$ cat config.mk
export PLATFORM = sky130hd
export DESIGN_NAME = bdf_top
export DESIGN_NICKNAME = d
export VERILOG_FILES = /design/src/bdf_pkg.sv /design/src/bdf_mem.sv /design/src/bdf_out_latch.sv /design/src/bdf_top.sv
export SDC_FILE = /design/constraint.sdc
export NUM_CORES = 1
export LEC_CHECK = 0
export BUFFER_PORTS_ARGS = -buffer_cell sky130_fd_sc_hd__buf_4
export CAP_MARGIN = 5
export CORE_MARGIN = 10
export CORE_UTILIZATION = 50
export CTS_CLUSTER_SIZE = 12
export DETAILED_ROUTE_END_ITERATION = 10
export PLACE_DENSITY = 0.78
export SYNTH_ARGS = -nofsm -noshare
export SYNTH_HDL_FRONTEND = slang
export SYNTH_HIERARCHICAL = 1
export SYNTH_SLANG_ARGS = --single-unit
$ cat constraint.sdc
create_clock -name clk -period 1.15 [get_ports clk]
set_input_delay 0.23 -clock clk [delete_from_list [all_inputs] [get_ports clk]]
set_output_delay 0.23 -clock clk [all_outputs]
set_load 0.02 [all_outputs]
$ cat src/bdf_pkg.sv
// constants, register map and types of the block ram / fifo block
// assumes one clock domain; every file except the output latch imports the whole package
package bdf_pkg;

	// -----------------------------------------------------------------
	// memory geometry
	// -----------------------------------------------------------------
	localparam int         BDF_ADDR_W   = 4;
	localparam int         BDF_DATA_W   = 8;
	localparam int         BDF_PTR_W    = 5;
	localparam int         BDF_RADDR_W  = 3;
	localparam int         BDF_RDATA_W  = 8;
	localparam logic [4:0] BDF_PTR_ONE  = 5'h01;
	localparam logic [4:0] BDF_FIFO_MAX = 5'h0F;
	localparam logic [4:0] BDF_THR_MIN  = 5'h01;
	localparam logic [4:0] BDF_THR_HIGH = 5'h0E;

	// -----------------------------------------------------------------
	// register offsets
	// -----------------------------------------------------------------
	localparam logic [2:0] BDF_OFS_CTRL   = 3'h0;
	localparam logic [2:0] BDF_OFS_FULL   = 3'h1;
	localparam logic [2:0] BDF_OFS_AFULL  = 3'h2;
	localparam logic [2:0] BDF_OFS_AEMPTY = 3'h3;
	localparam logic [2:0] BDF_OFS_STATUS = 3'h4;
	localparam logic [2:0] BDF_OFS_COUNT  = 3'h5;

	// -----------------------------------------------------------------
	// field positions and reset values
	// -----------------------------------------------------------------
	localparam int         BDF_CTRL_FIFO_BIT    = 0;
	localparam int         BDF_CTRL_WM_LSB      = 1;
	localparam int         BDF_CTRL_A_ASYNC_BIT = 3;
	localparam int         BDF_CTRL_B_ASYNC_BIT = 4;
	localparam logic [7:0] BDF_CTRL_MASK        = 8'h1F;
	localparam int         BDF_ST_EMPTY_BIT     = 0;
	localparam int         BDF_ST_AEMPTY_BIT    = 1;
	localparam int         BDF_ST_AFULL_BIT     = 2;
	localparam int         BDF_ST_FULL_BIT      = 3;
	localparam logic [7:0] BDF_CTRL_RST         = 8'h00;
	localparam logic [4:0] BDF_FULL_RST         = 5'h0F;
	localparam logic [4:0] BDF_AFULL_RST        = 5'h0C;
	localparam logic [4:0] BDF_AEMPTY_RST       = 5'h02;

	typedef enum logic [1:0] {
		BDF_WM_NORMAL  = 2'h0,
		BDF_WM_THROUGH = 2'h1,
		BDF_WM_RBW     = 2'h2
	} bdf_wmode_t;

endpackage : bdf_pkg

$ cat src/bdf_mem.sv
// memory carrier interface and the storage array with registered read ports
// assumes the controller never reads and writes through one port at odd widths
`timescale 1ns/1ps

interface bdf_mem_if;
	import bdf_pkg::*;
	logic                  we;
	logic [BDF_ADDR_W-1:0] waddr;
	logic [BDF_DATA_W-1:0] wdata;
	logic                  a_en;
	logic [BDF_ADDR_W-1:0] a_addr;
	logic [BDF_DATA_W-1:0] a_q;
	logic                  b_en;
	logic [BDF_ADDR_W-1:0] b_addr;
	logic [BDF_DATA_W-1:0] b_q;
	modport ctl (output we, waddr, wdata, a_en, a_addr, b_en, b_addr, input a_q, b_q);
	modport mem (input we, waddr, wdata, a_en, a_addr, b_en, b_addr, output a_q, b_q);
endinterface : bdf_mem_if

module bdf_mem
	import bdf_pkg::*;
(
	input wire logic clk,
	input wire logic resetn,
	bdf_mem_if.mem   mp
);
	logic [BDF_DATA_W-1:0] store [0:(1<<BDF_ADDR_W)-1];
	logic [BDF_DATA_W-1:0] a_q_reg;
	logic [BDF_DATA_W-1:0] b_q_reg;

	// array has no reset: contents survive every reset by design
	always_ff @(posedge clk) begin
		if (mp.we) begin
			store[mp.waddr] <= mp.wdata;
		end
	end

	// read samples the old word, so a same-edge write is seen one access later
	always_ff @(posedge clk or negedge resetn) begin
		if (!resetn) begin
			a_q_reg <= '0;
			b_q_reg <= '0;
		end else begin
			if (mp.a_en) a_q_reg <= store[mp.a_addr];
			if (mp.b_en) b_q_reg <= store[mp.b_addr];
		end
	end

	assign mp.a_q = a_q_reg;
	assign mp.b_q = b_q_reg;

endmodule : bdf_mem

$ cat src/bdf_out_latch.sv
// one port output data latch with local, global and selectable async clear
// assumes arst_n already merges the block reset and the global reset
`timescale 1ns/1ps

module bdf_out_latch #(
	parameter int W = 8
) (
	input  wire logic         clk,
	input  wire logic         arst_n,
	input  wire logic         local_rst,
	input  wire logic         async_sel,
	input  wire logic         load,
	input  wire logic [W-1:0] d,
	output logic      [W-1:0] q
);
	logic [W-1:0] q_reg;
	wire          clear_n = arst_n & ~(local_rst & async_sel);

	// gated async clear: async_sel must be static while local_rst toggles
	always_ff @(posedge clk or negedge clear_n) begin
		if (!clear_n) begin
			q_reg <= '0;
		end else if (local_rst) begin
			q_reg <= '0;
		end else if (load) begin
			q_reg <= d;
		end
	end

	assign q = q_reg;

endmodule : bdf_out_latch

$ cat src/bdf_top.sv
// block ram usable as single/dual port ram or as a fifo with programmable flags
// assumes all inputs synchronous to clk; the two fifo port clocks are sampled levels
`timescale 1ns/1ps

module bdf_top
	import bdf_pkg::*;
(
	input  wire logic                   clk,
	input  wire logic                   resetn,
	input  wire logic                   global_set_reset_n,
	input  wire logic [BDF_RADDR_W-1:0] reg_addr,
	input  wire logic [BDF_RDATA_W-1:0] reg_wdata,
	input  wire logic                   reg_write,
	input  wire logic                   reg_read,
	output logic      [BDF_RDATA_W-1:0] reg_rdata,
	input  wire logic [BDF_ADDR_W-1:0]  ram_a_addr,
	input  wire logic [BDF_DATA_W-1:0]  ram_a_wdata,
	input  wire logic                   ram_a_ce,
	input  wire logic                   ram_a_we,
	input  wire logic                   port_a_latch_reset,
	output logic      [BDF_DATA_W-1:0]  read_data_a,
	input  wire logic [BDF_ADDR_W-1:0]  ram_b_addr,
	input  wire logic                   ram_b_ce,
	input  wire logic                   port_b_latch_reset,
	output logic      [BDF_DATA_W-1:0]  read_data_b,
	input  wire logic [BDF_DATA_W-1:0]  fifo_wdata,
	input  wire logic                   write_clock_enable,
	input  wire logic                   write_enable,
	input  wire logic                   write_side_clock,
	input  wire logic                   read_clock_enable,
	input  wire logic                   read_strobe,
	input  wire logic                   read_side_clock,
	input  wire logic                   fifo_global_reset,
	input  wire logic                   read_pointer_reset,
	output logic                        full_flag,
	output logic                        almost_full_flag,
	output logic                        almost_empty_flag,
	output logic                        empty_flag
);

	// -----------------------------------------------------------------
	// registers and state
	// -----------------------------------------------------------------
	logic [7:0]                 ctrl_reg;
	logic [BDF_PTR_W-1:0]       full_thr_reg;
	logic [BDF_PTR_W-1:0]       afull_thr_reg;
	logic [BDF_PTR_W-1:0]       aempty_thr_reg;
	logic [BDF_RDATA_W-1:0]     reg_rdata_reg;
	logic [BDF_RDATA_W-1:0]     reg_rdata_next;
	logic [BDF_PTR_W-1:0]       wptr_reg;
	logic [BDF_PTR_W-1:0]       wptr_next;
	logic [BDF_PTR_W-1:0]       rptr_reg;
	logic [BDF_PTR_W-1:0]       rptr_next;
	logic                       wclk_prev_reg;
	logic                       rclk_prev_reg;
	logic                       full_flag_reg;
	logic                       afull_flag_reg;
	logic                       aempty_flag_reg;
	logic                       empty_flag_reg;
	logic                       a_acc_d_reg;
	logic                       a_wr_d_reg;
	logic [BDF_DATA_W-1:0]      a_wdata_d_reg;
	logic                       b_acc_d_reg;
	bdf_wmode_t                 wmode;

	bdf_mem_if mif ();

	// -----------------------------------------------------------------
	// configuration decode
	// -----------------------------------------------------------------
	wire                 fifo_mode = ctrl_reg[BDF_CTRL_FIFO_BIT];
	wire                 a_async   = ctrl_reg[BDF_CTRL_A_ASYNC_BIT];
	wire                 b_async   = ctrl_reg[BDF_CTRL_B_ASYNC_BIT];
	wire [1:0]           wm_field  = ctrl_reg[BDF_CTRL_WM_LSB+1:BDF_CTRL_WM_LSB];
	assign wmode = bdf_wmode_t'(wm_field);

	// threshold writes are clamped so the flags always have a legal reference
	wire [BDF_PTR_W-1:0] wd5       = reg_wdata[BDF_PTR_W-1:0];
	wire                 wd_over   = |reg_wdata[BDF_RDATA_W-1:BDF_PTR_W];
	wire                 wd_low    = ~wd_over & (wd5 < BDF_THR_MIN);
	wire [BDF_PTR_W-1:0] full_wval = wd_low ? BDF_THR_MIN :
	                                 (wd_over | (wd5 > BDF_FIFO_MAX)) ? BDF_FIFO_MAX : wd5;
	wire [BDF_PTR_W-1:0] part_wval = wd_low ? BDF_THR_MIN :
	                                 (wd_over | (wd5 > BDF_THR_HIGH)) ? BDF_THR_HIGH : wd5;
	wire [BDF_PTR_W-1:0] full_m1   = full_thr_reg - BDF_PTR_ONE;
	wire [BDF_PTR_W-1:0] afull_eff = (afull_thr_reg > full_m1) ? full_m1 : afull_thr_reg;
	wire [BDF_PTR_W-1:0] aempty_eff = (aempty_thr_reg > full_m1) ? full_m1 : aempty_thr_reg;

	wire wr_ctrl   = reg_write & (reg_addr == BDF_OFS_CTRL);
	wire wr_full   = reg_write & (reg_addr == BDF_OFS_FULL);
	wire wr_afull  = reg_write & (reg_addr == BDF_OFS_AFULL);
	wire wr_aempty = reg_write & (reg_addr == BDF_OFS_AEMPTY);

	// -----------------------------------------------------------------
	// fifo pointers and flags
	// -----------------------------------------------------------------
	// port clocks are sampled levels; a rising level is that port's edge
	wire wr_tick = write_side_clock & ~wclk_prev_reg;
	wire rd_tick = read_side_clock & ~rclk_prev_reg;
	wire wr_acc  = fifo_mode & wr_tick & write_clock_enable & write_enable
	               & ~full_flag_reg & ~fifo_global_reset;
	wire rd_acc  = fifo_mode & rd_tick & read_clock_enable & read_strobe
	               & ~empty_flag_reg & ~fifo_global_reset & ~read_pointer_reset;

	assign wptr_next = fifo_global_reset ? '0 :
	                   wr_acc ? wptr_reg + BDF_PTR_ONE : wptr_reg;
	assign rptr_next = (fifo_global_reset | read_pointer_reset) ? '0 :
	                   rd_acc ? rptr_reg + BDF_PTR_ONE : rptr_reg;

	// each side sees its own fresh pointer against the other's current one
	wire [BDF_PTR_W-1:0] cnt_now  = wptr_reg - rptr_reg;
	wire [BDF_PTR_W-1:0] cnt_wsd  = wptr_next - rptr_reg;
	wire [BDF_PTR_W-1:0] cnt_rsd  = wptr_reg - rptr_next;
	wire full_nx   = cnt_wsd >= full_thr_reg;
	wire afull_nx  = cnt_wsd >= afull_eff;
	wire empty_nx  = cnt_rsd == '0;
	wire aempty_nx = cnt_rsd <= aempty_eff;

	always_ff @(posedge clk or negedge resetn) begin
		if (!resetn) begin
			wclk_prev_reg <= 1'b0;
			rclk_prev_reg <= 1'b0;
			wptr_reg      <= '0;
			rptr_reg      <= '0;
		end else begin
			wclk_prev_reg <= write_side_clock;
			rclk_prev_reg <= read_side_clock;
			wptr_reg      <= wptr_next;
			rptr_reg      <= rptr_next;
		end
	end

	always_ff @(posedge clk or negedge resetn) begin
		if (!resetn) begin
			full_flag_reg  <= 1'b0;
			afull_flag_reg <= 1'b0;
		end else if (fifo_global_reset) begin
			full_flag_reg  <= 1'b0;
			afull_flag_reg <= 1'b0;
		end else if (wr_tick) begin
			full_flag_reg  <= full_nx;
			afull_flag_reg <= afull_nx;
		end
	end

	always_ff @(posedge clk or negedge resetn) begin
		if (!resetn) begin
			empty_flag_reg  <= 1'b1;
			aempty_flag_reg <= 1'b1;
		end else if (fifo_global_reset) begin
			empty_flag_reg  <= 1'b1;
			aempty_flag_reg <= 1'b1;
		end else if (rd_tick) begin
			empty_flag_reg  <= empty_nx;
			aempty_flag_reg <= aempty_nx;
		end
	end

	// -----------------------------------------------------------------
	// memory port steering
	// -----------------------------------------------------------------
	wire ram_a_wr = ~fifo_mode & ram_a_ce & ram_a_we;
	assign mif.we     = fifo_mode ? wr_acc : ram_a_wr;
	assign mif.waddr  = fifo_mode ? wptr_reg[BDF_ADDR_W-1:0] : ram_a_addr;
	assign mif.wdata  = fifo_mode ? fifo_wdata : ram_a_wdata;
	assign mif.a_en   = ~fifo_mode & ram_a_ce;
	assign mif.a_addr = ram_a_addr;
	assign mif.b_en   = fifo_mode ? rd_acc : ram_b_ce;
	assign mif.b_addr = fifo_mode ? rptr_reg[BDF_ADDR_W-1:0] : ram_b_addr;

	bdf_mem u_mem (
		.clk    (clk),
		.resetn (resetn),
		.mp     (mif)
	);

	always_ff @(posedge clk or negedge resetn) begin
		if (!resetn) begin
			a_acc_d_reg   <= 1'b0;
			a_wr_d_reg    <= 1'b0;
			a_wdata_d_reg <= '0;
			b_acc_d_reg   <= 1'b0;
		end else begin
			a_acc_d_reg   <= mif.a_en;
			a_wr_d_reg    <= ram_a_wr;
			a_wdata_d_reg <= ram_a_wdata;
			b_acc_d_reg   <= mif.b_en;
		end
	end

	// -----------------------------------------------------------------
	// output latches
	// -----------------------------------------------------------------
	// the reserved mode code falls back to normal behaviour
	wire a_normal = (wmode != BDF_WM_THROUGH) & (wmode != BDF_WM_RBW);
	wire a_load   = a_acc_d_reg & ~fifo_mode & ~(a_wr_d_reg & a_normal);
	wire [BDF_DATA_W-1:0] a_din = (a_wr_d_reg & (wmode == BDF_WM_THROUGH)) ?
	                              a_wdata_d_reg : mif.a_q;
	wire latch_arst_n = resetn & global_set_reset_n;

	bdf_out_latch #(.W(BDF_DATA_W)) u_latch_a (
		.clk       (clk),
		.arst_n    (latch_arst_n),
		.local_rst (port_a_latch_reset),
		.async_sel (a_async),
		.load      (a_load),
		.d         (a_din),
		.q         (read_data_a)
	);

	bdf_out_latch #(.W(BDF_DATA_W)) u_latch_b (
		.clk       (clk),
		.arst_n    (latch_arst_n),
		.local_rst (port_b_latch_reset),
		.async_sel (b_async),
		.load      (b_acc_d_reg),
		.d         (mif.b_q),
		.q         (read_data_b)
	);

	// -----------------------------------------------------------------
	// register port
	// -----------------------------------------------------------------
	wire [7:0] status_word = {4'h0, full_flag_reg, afull_flag_reg, aempty_flag_reg, empty_flag_reg};

	always_comb begin
		reg_rdata_next = '0;
		if (reg_read) begin
			unique case (reg_addr)
				BDF_OFS_CTRL:   reg_rdata_next = ctrl_reg;
				BDF_OFS_FULL:   reg_rdata_next = {3'h0, full_thr_reg};
				BDF_OFS_AFULL:  reg_rdata_next = {3'h0, afull_thr_reg};
				BDF_OFS_AEMPTY: reg_rdata_next = {3'h0, aempty_thr_reg};
				BDF_OFS_STATUS: reg_rdata_next = status_word;
				BDF_OFS_COUNT:  reg_rdata_next = {3'h0, cnt_now};
				default:        reg_rdata_next = '0;
			endcase
		end
	end

	always_ff @(posedge clk or negedge resetn) begin
		if (!resetn) begin
			ctrl_reg       <= BDF_CTRL_RST;
			full_thr_reg   <= BDF_FULL_RST;
			afull_thr_reg  <= BDF_AFULL_RST;
			aempty_thr_reg <= BDF_AEMPTY_RST;
			reg_rdata_reg  <= '0;
		end else begin
			if (wr_ctrl) ctrl_reg <= reg_wdata & BDF_CTRL_MASK;
			if (wr_full) full_thr_reg <= full_wval;
			if (wr_afull) afull_thr_reg <= part_wval;
			if (wr_aempty) aempty_thr_reg <= part_wval;
			reg_rdata_reg <= reg_rdata_next;
		end
	end

	assign reg_rdata         = reg_rdata_reg;
	assign full_flag         = full_flag_reg;
	assign almost_full_flag  = afull_flag_reg;
	assign almost_empty_flag = aempty_flag_reg;
	assign empty_flag        = empty_flag_reg;

	wire ok_a = global_set_reset_n & ~port_a_latch_reset & ~reg_write & ~fifo_mode;
endmodule : bdf_top

After elaboration in Yosys (flattened, before gate mapping). Memories as Yosys holds them, arrays and structs flattened. A register that Yosys moved wholly into a read port is not among the register bits. Index checks and enable logic that the tools add are counted. W data, S select, Z words.

Input port bits: 53. Output and inout port bits: 28. Memories: 1. Memory bits (writable): 128. ROM bits: 0. Word-level logic and storage cells: 127. Register bits: 71. Latch bits: 0.

$add $sub $neg: 6. Divide/modulo/power cells: 0. Bitwise gates (word level): 44. Mux-type cells: 32. Multiply operators: 0. Reductions and logical operators: 9. Shifts and indexed selects: 0. Equality and inequality tests: 8. Magnitude comparators: 8.

Memory list: u_mem.store (words 16, bits a word 8, read ports 2, clocked after memory_dff 2, wr ports 1, RTL line bdf_mem.sv:27) `logic [BDF_DATA_W-1:0] store [0:(1<<BDF_ADDR_W)-1];`.

Operators with widths (count): $mux W8 (7); $mux W5 (10); $and A1 B1 Y1 (30); $pmux W5 S6 (1); $sub A5 B5 Y5 (3); $mux W1 (12); $not A1 Y1 (11); $add A5 B1 Y5 const B (2); $ge A5 B5 Y1 (2); $gt A5 B4 Y1 const B (2); $gt A5 B5 Y1 (2); $mux W4 (2); $reduce_bool A2 Y1 (4); $eq A3 B2 Y1 const B (2); $eq A3 B3 Y1 const B (2); $le A5 B5 Y1 (1); $logic_not A5 Y1 (1); $lt A5 B1 Y1 const B (1); $sub A5 B1 Y5 const B (1); $eq A3 B1 Y1 const B (1); $logic_not A3 Y1 (1); $or A1 B1 Y1 (3); $reduce_or A3 Y1 (1); $eq A2 B1 Y1 const B (1); other kinds (3) (4).

Depth between registers and ports, before layout.
Word-level depth: 14. Depth in mapped cells: 18. Depth with buffers taken out: 18.

Hierarchy. The synthesis kept the hierarchy.

Modules (own cells, without submodules): bdf_mem (instances 1, cells each 329, sequential area each 4244.1 um^2, area each 6621.4 um^2); bdf_top (instances 1, cells each 363, sequential area each 1312.5 um^2, area each 3694.8 um^2); bdf_out_latch (instances 2, cells each 27, sequential area each 200.2 um^2, area each 334.1 um^2).

Worst setup path before layout. No wires, ideal clock.

Path kind: register to register. Start: register full_thr_reg[0]. End: register aempty_flag_reg (netlist: almost_empty_flag). Arrival: 3.433 ns. Path slack: -2.356 ns. Cell stages (with the launch flop): 19. Library setup time: 0.073 ns. Clock period less this slack: 3.506 ns. Buffers on the path: 0. Required time: 1.077 ns. Path through: dfstp_2 > inv_1 > ha_1 > and3_1 > xnor2_1 > inv_1 > ha_1 > and3_1 > a221oi_1 > a31oi_1 > nand2_1 > o21ai_0 > ha_1 > nor2b_1 > o21ai_0 > nand2b_1 > a211oi_1 > nor4_1 > a21oi_1.

Cells in the longest elaborated chain, start to end: 6.

Ends and longest elaborated chain: from (decl) (RTL line bdf_top.sv:45) `logic [BDF_PTR_W-1:0] full_thr_reg;`; from (signal assigned) (RTL line bdf_top.sv:250) `if (wr_full) full_thr_reg <= full_wval;`; $sub A5 B1 Y5 (*) (RTL line bdf_top.sv:85) `wire [BDF_PTR_W-1:0] full_m1 = full_thr_reg - BDF_PTR_ONE;`; $gt A5 B5 Y1 (RTL line bdf_top.sv:87) `wire [BDF_PTR_W-1:0] aempty_eff = (aempty_thr_reg > full_m1) ? full_m1 : aempty_thr_reg;`; $mux W5 (*) (RTL line bdf_top.sv:87); $le A5 B5 Y1 (*) (RTL line bdf_top.sv:117) `wire aempty_nx = cnt_rsd <= aempty_eff;`; $mux W1 (*) (RTL line bdf_top.sv:153) `end else if (rd_tick) begin`; $mux W1 (*) (RTL line bdf_top.sv:150) `end else if (fifo_global_reset) begin`; to (signal assigned) (RTL line bdf_top.sv:155) `aempty_flag_reg <= aempty_nx;`; to (decl) (RTL line bdf_top.sv:58) `logic aempty_flag_reg;`.

Mark *: on every way between the ends. The rest lies on a longest branch, timed or not. The select of a mux whose other input is x is not followed. A chain may end at the register's enable or synchronous reset.

Worst setup path in the final report.
Start: register full_thr_reg[1]. End: register afull_flag_reg (netlist: almost_full_flag).

Cells in the longest elaborated chain, start to end: 6.

Ends and longest elaborated chain: $sub A5 B1 Y5 (*) (RTL line bdf_top.sv:85); $gt A5 B5 Y1 (RTL line bdf_top.sv:86) `wire [BDF_PTR_W-1:0] afull_eff = (afull_thr_reg > full_m1) ? full_m1 : afull_thr_reg;`; $mux W5 (*) (RTL line bdf_top.sv:86); $ge A5 B5 Y1 (*) (RTL line bdf_top.sv:115) `wire afull_nx = cnt_wsd >= afull_eff;`; $mux W1 (*) (RTL line bdf_top.sv:140) `end else if (wr_tick) begin`; $mux W1 (*) (RTL line bdf_top.sv:137) `end else if (fifo_global_reset) begin`; to (signal assigned) (RTL line bdf_top.sv:142) `afull_flag_reg <= afull_nx;`; to (decl) (RTL line bdf_top.sv:57) `logic afull_flag_reg;`.

Marks and branches as above.

==> impl_results.md <==
- Synth warnings: 6
- Top-count cell post-synth: edfxtp_1
- Worst hold path type: input port to register
- Max Cap Violations: 0
- Dpl cells: 1,242
- Net switching power: 6.79 mW
- Final Max Tran Viols: 0
- Area of the multi-input gates: 5460 sq um
- Worst R2R Setup Slack: -2300 ps
- Layout cell share with drive strength beyond 1: 0.538
- Worst setup SP type: register
- Pwr dens: 1460 nW/um^2
- Fin Setup TNS: -227,400 ps
- Area contributors post-synth: edfxtp_1 35%, dfrtp_1 17%, mux4_2 11%
- Hold Path Sink: full_thr_reg[0]
- Iter 0 DRT Violations: 1,266
- Number of global-route vias before repair: 8,840
- Ys async rst share: 0.396
- Post-Synthesis Cell Area: 11,000 sq um
- Sequential power share: 0.406
- Total global routing overflow: 0
- FF-to-FF End: almost_full_flag
- Drt drc: 0
- Initial core utilization: 0.506
- Lkg Pwr: 6.20 nW
- Sw frac: 0.302
- Hold Vio Cnt, Final: 0
- Post-route ant nets: 0
- Clk pwr share: 0.308
- Origin of the critical flop-to-flop path: full_thr_reg[1]
- Sequential area share after synthesis: 0.542
- # H-tree levels: 1
- Final Setup Violations: 327
- Setup crit start: full_thr_reg[1]
- Reg area: 5960 sq um
- Main synth FF type: edfxtp_1
- Critical path class: register to register
- CTS tree: built
- Largest net degree at the start of global routing: 52
- Met3 GRT Util: 0.0647
- Unrepaired setup endpoints after global routing: yes
- TritonRoute pass-1 iters: 5
- Min-Delay Path Depth: 3
- CTS buffer count: 23
- Cell area after layout: 15,400 sq um
- Ports: 81
- Final std cells w/o fill: 1,334
- VDD IR-drop max: 0.00114 V
- Vias per cell: 6.63
- M1 GR Usage: 0.300
- Routed length per instance: 30.1 microns
- Placed instance area: 13,600 sq um
- Gate Count Post-Synth: 746
- Post-Syn Area per Cell: 14.7 sq um
- Period minus WS final: 3450 ps
- Reg with most FFs: u_mem/store
- Worst setup EP type: register
- Post-synthesis register bit count: 212
- GP Congestion: 0.923
- GRT Resource Usage Total: 0.252
- Core area: 21,700 sq um
- First-pass GRT wire length: 54,900 microns
- Hpwl dp: 22,700 microns
- Max reg flops: 128
- Final period util: 3.00
- Die area: 28,300 sq um
- Final Power: 22.5 mW
- CTS sink cnt: 212
- Status: finished, violations left
- Die width: 168 microns
- Final WL: 40,100 microns
- Clock Pin Slew Worst Setup and Hold Paths: 60 ps
- Syn-to-layout area delta: 40.5%
- Final Skew: 21.9 ps
- Worst-Skew Late Latency: 540 ps
- Met2 track demand over resource: 0.421
- Gate power share: 0.285
- Commonest cells in the netlist: 128 x edfxtp_1, 75 x dfrtp_1, 71 x nor2_1
- FP Rows: 54
- I/O Buffers: 77
- Busiest grt layer: met2
- Pint: 15.7 mW
- Antenna violations before repair: 0
- Hold path start: reg_wdata[0]
- Via count: 8,851
- CTS Buffer Depth: 3
- Die Ht: 168 microns
- Number of flops mapped to enable cells by yosys: 128
- Reg2Reg Depth: 18
- Yosys top cell area share: 0.350
- Area leader, netlist: edfxtp_1
- Root buf cell: clkbuf_16
- FMAX: 0.290 GHz
- WP data arrival: 3850 ps
- CP max FO: 3
- Nets: 1,133
- Worst Slack Setup Final: -2300 ps
- Worst Path Required: 1550 ps
- Failing checks: setup timing
- Unique cell type count in the Yosys netlist: 61
- Filler Cells Inserted: 1,159
-- placed cells by master, fill, tap and decap left out, drive strengths merged, types with 5 or more instances in the layout --
cell	Yosys	final
o22ai	18	18
and3	5	5
dfstp	9	9
nor3	7	7
dlygate4sd3	0	18
mux4	68	68
and2	7	7
inv	28	29
ha	41	41
xnor2	15	15
nand2b	14	14
or2	5	5
a21oi	18	18
edfxtp	128	128
a221oi	17	17
nor2	71	71
nand2	21	21
mux2	28	29
buf	32	285
nor2b	10	10
o21ai	15	15
mux2i	46	46
xor2	7	7
clkbuf	9	37
dfrtp	75	75
a21o	10	10
-- power by group through the flow --
stage               clock network, mW  registers, mW  logic, mW
floorplan                           0           9.23       3.05
global placement                    0           9.17       4.92
detailed placement                  0           9.19       5.08
CTS                              6.81           9.07       5.67
global route                     7.25           9.15       6.69
finish                           6.93           9.12       6.41
-- per-stage QoR --
stage,worst slack [ps],utilization,hold slack [ps]
6_report,-2300,0.711,49.9
3_3_place_gp,-1950,0.628,269
2_1_floorplan,-2030,-,-65.6
3_5_place_dp,-2120,0.628,268
5_1_grt,-2410,0.711,39.7
4_1_cts,-2090,0.692,38.3
-- logic make-up (layout without fill, tap and decap cells) --
kind of cell	Yosys count	in the layout	share of synthesized area
multiplexers	142	143	0.216
AND/OR/NAND/NOR	160	160	0.0718
flip-flops	212	212	0.542
XOR/XNOR	22	22	0.0175
adder cells (fa/ha/maj)	44	44	0.0522
other	1	4	0.000341
buffers and inverters	70	374	0.0416
AO/OA/AOI/OAI	95	95	0.0585
-- metal layers --
metal  share of wire  vias up
met4           0.065        0
met5               0        -
met3            0.11      208
met2            0.48      793
met1            0.34     4403
li1                -     3447
-- cell type report --
| cell class | instances | area share |
|---|---|---|
| clock buffer | 36 | 0.0405 |
| inverter | 28 | 0.00714 |
| sequential | 212 | 0.386 |
| antenna | 1 | 0.000162 |
| tap | 280 | 0.0227 |
| timing repair buffer | 304 | 0.186 |
| multi-input combinational | 467 | 0.354 |
| clock inverter | 6 | 0.00308 |
-- worst max path at each step --
stage | end | slack (ps) | cells after the start
floorplan | almost_full_flag | -2030 | 18
finish | almost_full_flag | -2300 | 18
CTS | almost_full_flag | -2090 | 18
global placement | almost_empty_flag | -1950 | 18
global route | almost_full_flag | -2410 | 18
detailed placement | almost_full_flag | -2120 | 18
-- critical path: stages (launching register included) --
cell	delay [ps]
dfstp_2	540
inv_2	50
ha_4	160
and3_4	180
xnor2_2	160
inv_2	90
ha_4	290
nand2_2	50
a21oi_2	110
a211oi_2	60
a31oi_2	250
mux2i_1	290
ha_1	270
nand2b_1	150
a21o_1	180
a21oi_2	210
nor2b_2	80
o21ai_1	120
a211oi_1	80
-- timing repair --
action	CTS	global route
setup buffers	14	22
hold buffers	18	0
gates resized for setup	84	75
setup endpoints to repair	327	327
gates cloned	4	1
endpoints found under the hold margin	117	0
pin swaps	32	43
Note: power is estimated with default switching activity, not from simulation.
